`src/core/acsrs_pkg.sv`:
```
// Package for the accumulator saturate, round and shift block
package acsrs_pkg;

	// Register byte offsets on the AHB-Lite bus
	localparam logic [7:0] OFS_CORE_CFG  = 8'h00;
	localparam logic [7:0] OFS_TRAP_CTRL = 8'h04;
	localparam logic [7:0] OFS_STATUS    = 8'h08;
	localparam logic [7:0] OFS_OPND_LO   = 8'h0C;
	localparam logic [7:0] OFS_OPND_HI   = 8'h10;
	localparam logic [7:0] OFS_XDATA     = 8'h14;
	localparam logic [7:0] OFS_COMMAND   = 8'h18;
	localparam logic [7:0] OFS_ACC_A_LO  = 8'h1C;
	localparam logic [7:0] OFS_ACC_A_HI  = 8'h20;
	localparam logic [7:0] OFS_ACC_B_LO  = 8'h24;
	localparam logic [7:0] OFS_ACC_B_HI  = 8'h28;
	localparam logic [7:0] OFS_WB_PTR    = 8'h2C;
	localparam logic [7:0] OFS_STORE_OUT = 8'h30;
	localparam logic [7:0] OFS_SHIFT_OUT = 8'h34;

	// Field positions in core_config_reg
	localparam int CFG_STORE_CLIP_BIT = 0;
	localparam int CFG_ROUND_SEL_BIT  = 1;
	localparam int CFG_WIDTH_SEL_BIT  = 4;
	localparam int CFG_CLIP_B_BIT     = 6;
	localparam int CFG_CLIP_A_BIT     = 7;
	// Field positions in trap_control_reg
	localparam int TRP_OVF_A_BIT   = 0;
	localparam int TRP_OVF_B_BIT   = 1;
	localparam int TRP_FATAL_BIT   = 2;
	// Field positions in the status register
	localparam int ST_GUARD_A_BIT  = 0;
	localparam int ST_GUARD_B_BIT  = 1;
	localparam int ST_GUARD_AB_BIT = 2;
	localparam int ST_CLIP_A_BIT   = 3;
	localparam int ST_CLIP_B_BIT   = 4;
	localparam int ST_CLIP_AB_BIT  = 5;

	// Reset values
	localparam logic [7:0]  CORE_CFG_RST  = 8'h00;
	localparam logic [2:0]  TRAP_CTRL_RST = 3'h0;
	localparam logic [15:0] WB_PTR_RST    = 16'h0000;

	// Saturation limits and data constants
	localparam logic [39:0] MAX_POS_931 = 40'h7FFFFFFFFF;
	localparam logic [39:0] MAX_NEG_931 = 40'h8000000000;
	localparam logic [39:0] MAX_POS_131 = 40'h007FFFFFFF;
	localparam logic [39:0] MAX_NEG_131 = 40'h0080000000;
	localparam logic [23:0] STORE_POS_LIM = 24'h007FFF;
	localparam logic [23:0] STORE_NEG_LIM = 24'hFF8000;
	localparam logic [15:0] STORE_POS_MAX = 16'h7FFF;
	localparam logic [15:0] STORE_NEG_MAX = 16'h8000;
	localparam logic [15:0] HALF_LSW      = 16'h8000;
	localparam logic [15:0] WB_STEP       = 16'h0002;

	// Operation codes
	typedef enum logic [2:0] {
		OP_ADD       = 3'b000,
		OP_MAC_WB    = 3'b001,
		OP_MAC_NOWB  = 3'b010,
		OP_STORE     = 3'b011,
		OP_SHIFT_DSP = 3'b100,
		OP_SHIFT_MCU = 3'b101
	} acsrs_op_type;

	// Command word layout
	typedef struct packed {
		logic [10:0]  rsvd_hi;
		logic [4:0]   shamt;
		logic [3:0]   rsvd_lo;
		logic         wb_ind;
		logic         wb_en;
		logic         rnd;
		logic         logical;
		logic         src_x;
		logic         cin;
		logic         zero;
		logic         sub;
		logic         tgt;
		acsrs_op_type op;
	} acsrs_cmd_type;

	// X bus write carrier
	typedef struct packed {
		logic        en;
		logic [15:0] addr;
		logic [15:0] data;
	} acsrs_xbus_type;

endpackage

```
`src/core/acsrs_core.sv`:
```
// Accumulator adder, saturation, rounding, write-back and barrel shifter
`timescale 1ns/1ps
module acsrs_core
(
	input  wire logic                     i_clk,
	input  wire logic                     i_rstn,
	input  wire logic                     i_hsel,
	input  wire logic [31:0]              i_haddr,
	input  wire logic [1:0]               i_htrans,
	input  wire logic                     i_hwrite,
	input  wire logic [2:0]               i_hsize,
	input  wire logic [31:0]              i_hwdata,
	input  wire logic                     i_hready,
	output logic                          o_hreadyout,
	output logic [31:0]                   o_hrdata,
	output logic                          o_hresp,
	output acsrs_pkg::acsrs_xbus_type     o_xbus,
	output logic                          o_arith_trap
);
	import acsrs_pkg::*;

	////////////////////////////////////////////////////////////////////////
	// Datapath functions

	// Rounded high part, bits 39..16 plus the round increment
	function automatic logic [23:0] round_hi(input logic [39:0] acc,
		input logic rnd_req, input logic conv);
		logic inc;
		inc = rnd_req & acc[15];
		if (conv && acc[15:0] == HALF_LSW)
			inc = rnd_req & acc[16];
		round_hi = acc[39:16] + {23'h000000, inc};
	endfunction

	// Data space write saturation, sign taken from accumulator bit 39
	function automatic logic [15:0] store_word(input logic [23:0] r24,
		input logic sign, input logic clip_en);
		store_word = r24[15:0];
		if (clip_en && !sign && r24 > STORE_POS_LIM)
			store_word = STORE_POS_MAX;
		else if (clip_en && sign && r24 < STORE_NEG_LIM)
			store_word = STORE_NEG_MAX;
	endfunction

	// 40-bit barrel shifter; X data placed by direction
	function automatic logic [39:0] shift40(input logic [39:0] acc,
		input logic [15:0] xd, input logic src_x, input logic logical,
		input logic [4:0] amt);
		logic [39:0] opnd;
		logic [4:0]  mag;
		opnd = acc;
		mag  = amt[4] ? 5'(-amt) : amt;
		if (mag > 5'd16)
			mag = 5'd16;
		if (src_x && !amt[4])
			opnd = {(logical ? 8'h00 : {8{xd[15]}}), xd, 16'h0000};
		else if (src_x)
			opnd = {24'h000000, xd};
		if (amt[4])
			shift40 = opnd << mag;
		else if (logical)
			shift40 = opnd >> mag;
		else
			shift40 = 40'($signed(opnd) >>> mag);
	endfunction

	////////////////////////////////////////////////////////////////////////
	// State

	logic [7:0]  core_config_reg_r;
	logic [2:0]  trap_control_reg_r;
	logic [39:0] opnd_r;
	logic [15:0] xdata_r;
	logic [39:0] accum_a_r;
	logic [39:0] accum_b_r;
	logic [15:0] writeback_pointer_reg_r;
	logic [15:0] store_out_r;
	logic [15:0] shift_out_r;
	logic        acc_a_guard_ovf_r;
	logic        acc_b_guard_ovf_r;
	logic        acc_a_clip_flag_r;
	logic        acc_b_clip_flag_r;
	logic        either_guard_ovf_r;
	logic        either_clip_flag_r;
	logic        wr_pend_r;
	logic        rd_pend_r;
	logic [7:0]  addr_r;

	////////////////////////////////////////////////////////////////////////
	// AHB-Lite slave: writes zero-wait, reads one wait state

	logic addr_ok;
	logic wr_commit;
	assign addr_ok   = i_hsel & i_htrans[1] & i_hready;
	assign wr_commit = wr_pend_r;

	// Phase tracking; a read waits one cycle so it sees prior writes
	always_ff @(posedge i_clk or negedge i_rstn)
	begin
		if (!i_rstn)
		begin
			wr_pend_r   <= 1'b0;
			rd_pend_r   <= 1'b0;
			addr_r      <= 8'h00;
			o_hreadyout <= 1'b1;
			o_hresp     <= 1'b0;
		end
		else
		begin
			wr_pend_r   <= addr_ok & i_hwrite;
			rd_pend_r   <= addr_ok & ~i_hwrite;
			o_hreadyout <= ~(addr_ok & ~i_hwrite);
			o_hresp     <= 1'b0;
			if (addr_ok)
				addr_r <= {i_haddr[7:2], 2'b00};
		end
	end

	// Read mux; unmapped addresses read zero
	logic [31:0] rd_mux;
	always_comb
	begin
		rd_mux = 32'h00000000;
		case (addr_r)
			OFS_CORE_CFG:  rd_mux = {24'h000000, core_config_reg_r};
			OFS_TRAP_CTRL: rd_mux = {29'h00000000, trap_control_reg_r};
			OFS_STATUS:    rd_mux = {26'h0000000, either_clip_flag_r,
				acc_b_clip_flag_r, acc_a_clip_flag_r, either_guard_ovf_r,
				acc_b_guard_ovf_r, acc_a_guard_ovf_r};
			OFS_OPND_LO:   rd_mux = opnd_r[31:0];
			OFS_OPND_HI:   rd_mux = {24'h000000, opnd_r[39:32]};
			OFS_XDATA:     rd_mux = {16'h0000, xdata_r};
			OFS_ACC_A_LO:  rd_mux = accum_a_r[31:0];
			OFS_ACC_A_HI:  rd_mux = {24'h000000, accum_a_r[39:32]};
			OFS_ACC_B_LO:  rd_mux = accum_b_r[31:0];
			OFS_ACC_B_HI:  rd_mux = {24'h000000, accum_b_r[39:32]};
			OFS_WB_PTR:    rd_mux = {16'h0000, writeback_pointer_reg_r};
			OFS_STORE_OUT: rd_mux = {16'h0000, store_out_r};
			OFS_SHIFT_OUT: rd_mux = {16'h0000, shift_out_r};
			default:       rd_mux = 32'h00000000;
		endcase
	end

	// Read data registered in the wait cycle
	always_ff @(posedge i_clk or negedge i_rstn)
	begin
		if (!i_rstn)
			o_hrdata <= 32'h00000000;
		else if (rd_pend_r)
			o_hrdata <= rd_mux;
	end

	// Plain configuration registers
	always_ff @(posedge i_clk or negedge i_rstn)
	begin
		if (!i_rstn)
		begin
			core_config_reg_r  <= CORE_CFG_RST;
			trap_control_reg_r <= TRAP_CTRL_RST;
			opnd_r             <= 40'h0000000000;
			xdata_r            <= 16'h0000;
		end
		else if (wr_commit)
		begin
			case (addr_r)
				OFS_CORE_CFG:  core_config_reg_r  <= i_hwdata[7:0];
				OFS_TRAP_CTRL: trap_control_reg_r <= i_hwdata[2:0];
				OFS_OPND_LO:   opnd_r[31:0]       <= i_hwdata;
				OFS_OPND_HI:   opnd_r[39:32]      <= i_hwdata[7:0];
				OFS_XDATA:     xdata_r            <= i_hwdata[15:0];
				default:       ;
			endcase
		end
	end

	////////////////////////////////////////////////////////////////////////
	// Command decode and adder

	acsrs_cmd_type cmd;
	logic          go;
	logic          adder_pass;
	assign cmd        = acsrs_cmd_type'(i_hwdata);
	assign go         = wr_commit && addr_r == OFS_COMMAND;
	assign adder_pass = go && (cmd.op == OP_ADD || cmd.op == OP_MAC_WB ||
		cmd.op == OP_MAC_NOWB);

	logic        clip_a_en;
	logic        clip_b_en;
	logic        width40;
	logic        conv_sel;
	logic        store_clip_enable;
	assign clip_a_en         = core_config_reg_r[CFG_CLIP_A_BIT];
	assign clip_b_en         = core_config_reg_r[CFG_CLIP_B_BIT];
	assign width40           = core_config_reg_r[CFG_WIDTH_SEL_BIT];
	assign conv_sel          = core_config_reg_r[CFG_ROUND_SEL_BIT];
	assign store_clip_enable = core_config_reg_r[CFG_STORE_CLIP_BIT];

	logic [39:0] tgt_acc;
	logic [39:0] oth_acc;
	logic [39:0] add_a;
	logic [39:0] add_b;
	logic [40:0] sum41;
	logic [39:0] sum;
	logic        true_neg;
	logic        ovf39;
	logic        ovf31;
	logic        guard_hit;
	logic        clip_en;
	assign tgt_acc  = cmd.tgt ? accum_b_r : accum_a_r;
	assign oth_acc  = cmd.tgt ? accum_a_r : accum_b_r;
	assign add_a    = cmd.zero ? 40'h0000000000 : tgt_acc;
	assign add_b    = cmd.sub ? ~opnd_r : opnd_r;
	// Carry is active high for add; for sub the same bit is borrow_n
	assign sum41    = {add_a[39], add_a} + {add_b[39], add_b}
		+ {40'h0000000000, cmd.cin};
	assign sum      = sum41[39:0];
	assign true_neg = sum41[40];
	assign ovf39    = sum41[40] ^ sum41[39];
	assign guard_hit = ~((&sum[39:32]) | ~(|sum[39:32]));
	assign ovf31    = ovf39 | ~((&sum[39:31]) | ~(|sum[39:31]));
	assign clip_en  = cmd.tgt ? clip_b_en : clip_a_en;

	// Saturation choice from result, overflow and mode bits
	logic [39:0] acc_res;
	logic        clip_set;
	logic        guard_new;
	logic        fatal_trap;
	always_comb
	begin
		acc_res    = sum;
		clip_set   = 1'b0;
		guard_new  = guard_hit;
		fatal_trap = 1'b0;
		if (clip_en && width40)
		begin
			clip_set = ovf39;
			if (ovf39)
				acc_res = true_neg ? MAX_NEG_931 : MAX_POS_931;
		end
		else if (clip_en)
		begin
			guard_new = 1'b0;
			clip_set  = ovf31;
			if (ovf31)
				acc_res = true_neg ? MAX_NEG_131 : MAX_POS_131;
		end
		else
		begin
			clip_set   = ovf39;
			fatal_trap = ovf39 &
				trap_control_reg_r[TRP_FATAL_BIT];
		end
	end

	// Shifter and store word
	logic [39:0] shifted;
	logic [15:0] st_word;
	logic [15:0] wb_word;
	assign shifted = shift40(tgt_acc, xdata_r, cmd.src_x, cmd.logical,
		cmd.shamt);
	assign st_word = store_word(round_hi(tgt_acc, cmd.rnd, conv_sel),
		tgt_acc[39], store_clip_enable);
	assign wb_word = store_word(round_hi(oth_acc, 1'b1, conv_sel),
		oth_acc[39], store_clip_enable);

	////////////////////////////////////////////////////////////////////////
	// Accumulators and flags

	logic clr_a;
	logic clr_b;
	assign clr_a = wr_commit && addr_r == OFS_STATUS &&
		i_hwdata[ST_CLIP_A_BIT];
	assign clr_b = wr_commit && addr_r == OFS_STATUS &&
		i_hwdata[ST_CLIP_B_BIT];

	// Accumulator update from adder or DSP shift
	always_ff @(posedge i_clk or negedge i_rstn)
	begin
		if (!i_rstn)
		begin
			accum_a_r <= 40'h0000000000;
			accum_b_r <= 40'h0000000000;
		end
		else if (adder_pass && !cmd.tgt)
			accum_a_r <= acc_res;
		else if (adder_pass)
			accum_b_r <= acc_res;
		else if (go && cmd.op == OP_SHIFT_DSP && !cmd.tgt)
			accum_a_r <= shifted;
		else if (go && cmd.op == OP_SHIFT_DSP)
			accum_b_r <= shifted;
	end

	// Guard flags follow the latest pass; clip flags are sticky
	always_ff @(posedge i_clk or negedge i_rstn)
	begin
		if (!i_rstn)
		begin
			acc_a_guard_ovf_r  <= 1'b0;
			acc_b_guard_ovf_r  <= 1'b0;
			acc_a_clip_flag_r  <= 1'b0;
			acc_b_clip_flag_r  <= 1'b0;
			either_guard_ovf_r <= 1'b0;
			either_clip_flag_r <= 1'b0;
			o_arith_trap       <= 1'b0;
		end
		else
		begin
			if (adder_pass && !cmd.tgt)
				acc_a_guard_ovf_r <= guard_new;
			if (adder_pass && cmd.tgt)
				acc_b_guard_ovf_r <= guard_new;
			// Software clear wins so a clear is never silently undone
			if (clr_a)
				acc_a_clip_flag_r <= 1'b0;
			else if (adder_pass && !cmd.tgt && clip_set)
				acc_a_clip_flag_r <= 1'b1;
			if (clr_b)
				acc_b_clip_flag_r <= 1'b0;
			else if (adder_pass && cmd.tgt && clip_set)
				acc_b_clip_flag_r <= 1'b1;
			either_guard_ovf_r <=
				(adder_pass && !cmd.tgt ? guard_new : acc_a_guard_ovf_r) |
				(adder_pass && cmd.tgt ? guard_new : acc_b_guard_ovf_r);
			either_clip_flag_r <=
				(~clr_a & (acc_a_clip_flag_r |
				(adder_pass & ~cmd.tgt & clip_set))) |
				(~clr_b & (acc_b_clip_flag_r |
				(adder_pass & cmd.tgt & clip_set)));
			o_arith_trap <= adder_pass & ((guard_new &
				trap_control_reg_r[cmd.tgt ? TRP_OVF_B_BIT
				: TRP_OVF_A_BIT]) | fatal_trap);
		end
	end

	////////////////////////////////////////////////////////////////////////
	// Store, write-back and X bus

	logic mac_wb;
	assign mac_wb = go && cmd.op == OP_MAC_WB && cmd.wb_en;

	// Write-back pointer: direct load or post-increment by a word
	always_ff @(posedge i_clk or negedge i_rstn)
	begin
		if (!i_rstn)
			writeback_pointer_reg_r <= WB_PTR_RST;
		else if (mac_wb && !cmd.wb_ind)
			writeback_pointer_reg_r <= wb_word;
		else if (mac_wb)
			writeback_pointer_reg_r <= writeback_pointer_reg_r
				+ WB_STEP;
		else if (wr_commit && addr_r == OFS_WB_PTR)
			writeback_pointer_reg_r <= i_hwdata[15:0];
	end

	// One-cycle X bus write; store address taken from operand low word
	always_ff @(posedge i_clk or negedge i_rstn)
	begin
		if (!i_rstn)
		begin
			o_xbus      <= '0;
			store_out_r <= 16'h0000;
			shift_out_r <= 16'h0000;
		end
		else
		begin
			o_xbus.en <= 1'b0;
			if (go && cmd.op == OP_STORE)
			begin
				o_xbus.en   <= 1'b1;
				o_xbus.addr <= opnd_r[15:0];
				o_xbus.data <= st_word;
				store_out_r <= st_word;
			end
			else if (mac_wb && cmd.wb_ind)
			begin
				o_xbus.en   <= 1'b1;
				o_xbus.addr <= writeback_pointer_reg_r;
				o_xbus.data <= wb_word;
			end
			if (go && cmd.op == OP_SHIFT_MCU)
				shift_out_r <= cmd.shamt[4] ? shifted[15:0]
					: shifted[31:16];
		end
	end
endmodule

```
`config.mk`:
```
export PLATFORM = sky130hd
export DESIGN_NAME = acsrs_core
export DESIGN_NICKNAME = d
export VERILOG_FILES = /design/src/core/acsrs_pkg.sv /design/src/core/acsrs_core.sv
export SDC_FILE = /design/constraint.sdc
export NUM_CORES = 1
export LEC_CHECK = 0
export BUFFER_PORTS_ARGS = -buffer_cell sky130_fd_sc_hd__buf_2
export CORE_MARGIN = 3
export CORE_UTILIZATION = 40
export CTS_CLUSTER_SIZE = 8
export DETAILED_ROUTE_END_ITERATION = 7
export MAX_ROUTING_LAYER = met4
export PLACE_DENSITY = 0.65
export SLEW_MARGIN = 0
export SYNTH_ARGS = -nofsm -noshare
export SYNTH_HDL_FRONTEND = slang
export SYNTH_SLANG_ARGS = --single-unit
```
`constraint.sdc`:
```
create_clock -name i_clk -period 4.95 [get_ports i_clk]
set_clock_uncertainty 0.05 [all_clocks]
set_input_delay 0.495 -clock i_clk [delete_from_list [all_inputs] [get_ports i_clk]]
set_output_delay 0.495 -clock i_clk [all_outputs]
set_load 0.05 [all_outputs]
```
==> flow_metrics.tcl <==
set metrics [dict create \
    status "finished, violations left" \
    violations "setup timing" \
    dieArea_mm2 0.0601 \
    yosysMostFrequentCell "nand2_1" \
    path_clk_slew_ps 50 \
    max_slew_margin_pct 10.9 \
    first_global_vias 24699 \
    comb_power_share_pct 40.3 \
    p_clk_share_pct 29.6 \
    syn_area_mm2 0.0229 \
    num_vias 26016 \
    maxCapViolations 0 \
    drt_iter0_markers 3796 \
    initial_utilization_pct 40.5 \
    ys_seq_area_share_pct 30.2 \
    fillCellCount 5471 \
    power_w 0.00879 \
    cts.sinks 276 \
    wl_per_cell_um 30.1 \
    ys_top_cells_by_area "dfrtp_1, mux2i_1, mux2_2" \
    async_flop_share_pct 100 \
    synth_top_area_share_pct 30.1 \
    p_int_w 0.00521 \
    path_class "primary input to register" \
    grt_overflow_total 0 \
    p_leak_nw 12.9 \
    placeableCoreArea_mm2 0.0565 \
    place_ws_ps -900 \
    gp_congestion 1.13 \
    drv_slew 0 \
    required_ps 5390 \
    multi_input_area_mm2 0.0154 \
    ys_top_cells_by_count "nand2_1, nor2_1, dfrtp_1" \
    cts_max_level 2 \
    synth.yosys.warnings 0 \
    ys.flop_type "dfrtp_1" \
    clockBufferDepth 3 \
    io_buffers 110 \
    r2r_setup_slack_ps -20 \
    die_h_um 245 \
    grt_antenna_before_repair 3 \
    arrival_ps 5410 \
    layout-drive-gt1-share_pct 27.2 \
    detail-route-antenna-nets 0 \
    syn_nets 2953 \
    finalSetupViolations 2 \
    viasPerCell 6.43 \
    fin_crit_ps 4970 \
    dieWidth_um 245 \
    p_sw_share_pct 40.8 \
    cp-start-kind "primary input" \
    grt_pass1_wl_um 173000 \
    period_share_pct 100 \
    rows 87 \
    end_kind "register" \
    wl_um 122000 \
    synth_edf_count 0 \
    seqPwrFrac_pct 30.1 \
    worst_slack_ps -20.4 \
    vdd_ir_drop_max_mv 0.243 \
    hpwlAfterDp_um 96700 \
    worstMarginPinSlew_ps 1330 \
    cts_root_buffer "clkbuf_16" \
    rsz0062_at_grt "yes" \
    drc_errors 0 \
    cts_tree "yes" \
    area_delta_synth_final_pct 26.6 \
    ys_ff_latch 276 \
    report.final.hold_viol_count 0 \
    p_per_area_mw_per_mm2 303 \
    yosysTopAreaCell "dfrtp_1" \
    ios 142 \
    clk_latency_ps 560 \
    switchingPower_w 0.00359 \
    worstPathMaxFanout 14 \
    fin_nets 3397 \
    syn_avg_cell_area_um2 8.08 \
    hp-class "primary input to register" \
    grt_usage_pct 40.3 \
    regArea_mm2 0.00691 \
    syn_inst 2832 \
    timing.fmax_ghz 0.201 \
    firstDrtPassIters 8 \
    synth_cell_types 89 \
    grt_max_degree 105 \
    cts_buffers 41 \
]
[state kept, by name, summed over array words and instances, names as in the netlist, 3 cells and up]
name	count
o_hrdata	32
addr_r	6
writeback_pointer_reg_r	16
store_out_r	16
accum_b_r	40
core_config_reg_r	8
o_xbus	33
accum_a_r	40
opnd_r	40
trap_control_reg_r	3
shift_out_r	16
xdata_r	16
[stage by stage]
step	setup TNS, ps	utilization (%)	instance area, µm²	hold slack [ps]	cells
2_1_floorplan	-37260	-	23000	149	2832
3_3_place_gp	-49560	48.8	27500	406	3986
3_5_place_dp	-48980	48.8	27500	412	3986
4_1_cts	0	50.9	28800	109	4041
5_1_grt	-1780	51.3	29000	114	4045
6_report	-38.5	51.3	29000	118	4046
[layout make-up]
cell class,instances,share of cell area (%)
clock inverter,6,0.294
inverter,34,0.440
timing repair buffer,611,15.4
antenna,3,0.0259
sequential,276,23.8
tap,756,3.26
clock buffer,48,3.63
multi-input combinational,2312,53.1
[worst max-delay path, stage by stage]
cell and delay (ps):
buf_4 180, buf_8 220, mux2i_1 360, nor2_1 100
ha_1 330, buf_4 170, nand4_1 150, nor2_1 60
a22o_1 200, or4_4 420, or4b_1 470, and4_1 180
or4_4 440, or4_4 650, a21boi_1 150, o21ai_0 100
a31oi_2 390, buf_4 190, mux2_2 140
[power by group through the flow]
| stage | clock, W | sequential [W] | combinational (W) |
|---|---|---|---|
| 4_1_cts | 0.00260 | 0.00263 | 0.00341 |
| 3_5_place_dp | 0 | 0.00266 | 0.00338 |
| 5_1_grt | 0.00269 | 0.00266 | 0.00370 |
| 3_3_place_gp | 0 | 0.00266 | 0.00337 |
| 2_1_floorplan | 0 | 0.00280 | 0.00159 |
| 6_report | 0.00261 | 0.00264 | 0.00354 |
[cell families (layout without fill, tap and decap cells)]
family                   after synthesis  in the layout  share of synthesized area, %
flip-flops                           276            276                          30.2
adder cells (fa/ha/maj)               48             48                          2.68
other                                  1              4                        0.0164
multiplexers                         298            298                          14.0
XOR/XNOR                             111            111                          4.25
AO/OA/AOI/OAI                        899            899                          25.7
buffers and inverters                244            699                          4.24
AND/OR/NAND/NOR                      955            955                          18.9
[worst paths after layout]
kind                         startpoint                           to  cells after the start
min                          i_haddr[4]                    addr_r[4]                      2
max in group asynchronous        i_rstn                accum_b_r[38]                      3
min reg2reg                  o_xbus[29]                   o_xbus[29]                      2
max reg2reg                accum_b_r[0]                accum_a_r[25]                     18
min in group asynchronous        i_rstn  writeback_pointer_reg_r[11]                      2
max                         i_hwdata[3]                accum_a_r[25]                     19
[what timing repair did]
action | 4_1_cts | 5_1_grt
endpoints found under the hold margin | 66 | 0
gates resized for setup | 19 | 48
buffers inserted | 0 | 3
pin swaps | 4 | 11
hold buffers | 1 | 0
setup endpoints to repair | 80 | 80
[layout by cell type, fill, tap and decap left out, types with 17 or more instances in the layout]
master,Yosys,routed
mux2_2,137,137
nand4_1,24,24
a22oi_1,48,47
o21a_1,23,23
o21ai_1,15,20
inv_1,33,33
a21o_1,22,22
o21ai_0,215,208
xnor2_1,45,44
ha_1,45,44
a221oi_1,25,25
buf_2,15,108
mux2i_1,157,144
and3_1,21,20
clkbuf_16,0,41
xor2_1,66,65
nand3b_1,29,29
nor3_1,42,36
a31oi_1,31,29
a211oi_1,39,38
o22ai_1,22,22
buf_4,1,487
o31ai_1,18,17
a22o_1,19,19
o211ai_1,47,47
a21oi_1,214,204
o221ai_1,19,17
nand2_1,341,337
nand2b_1,33,32
dfrtp_1,275,274
nand3_1,73,70
a222oi_1,27,27
nor2_1,304,295
[routing by layer]
layer  part of all wire [%]  vias up  global-route usage, %
met5                      0        -                      -
met4                    6.9        0                   20.7
met3                    9.9      369                   8.66
met2                     44     1558                   61.4
met1                     39    12731                   50.4
li1                       -    11358                      -
Note: power is estimated with default switching activity, not from simulation.
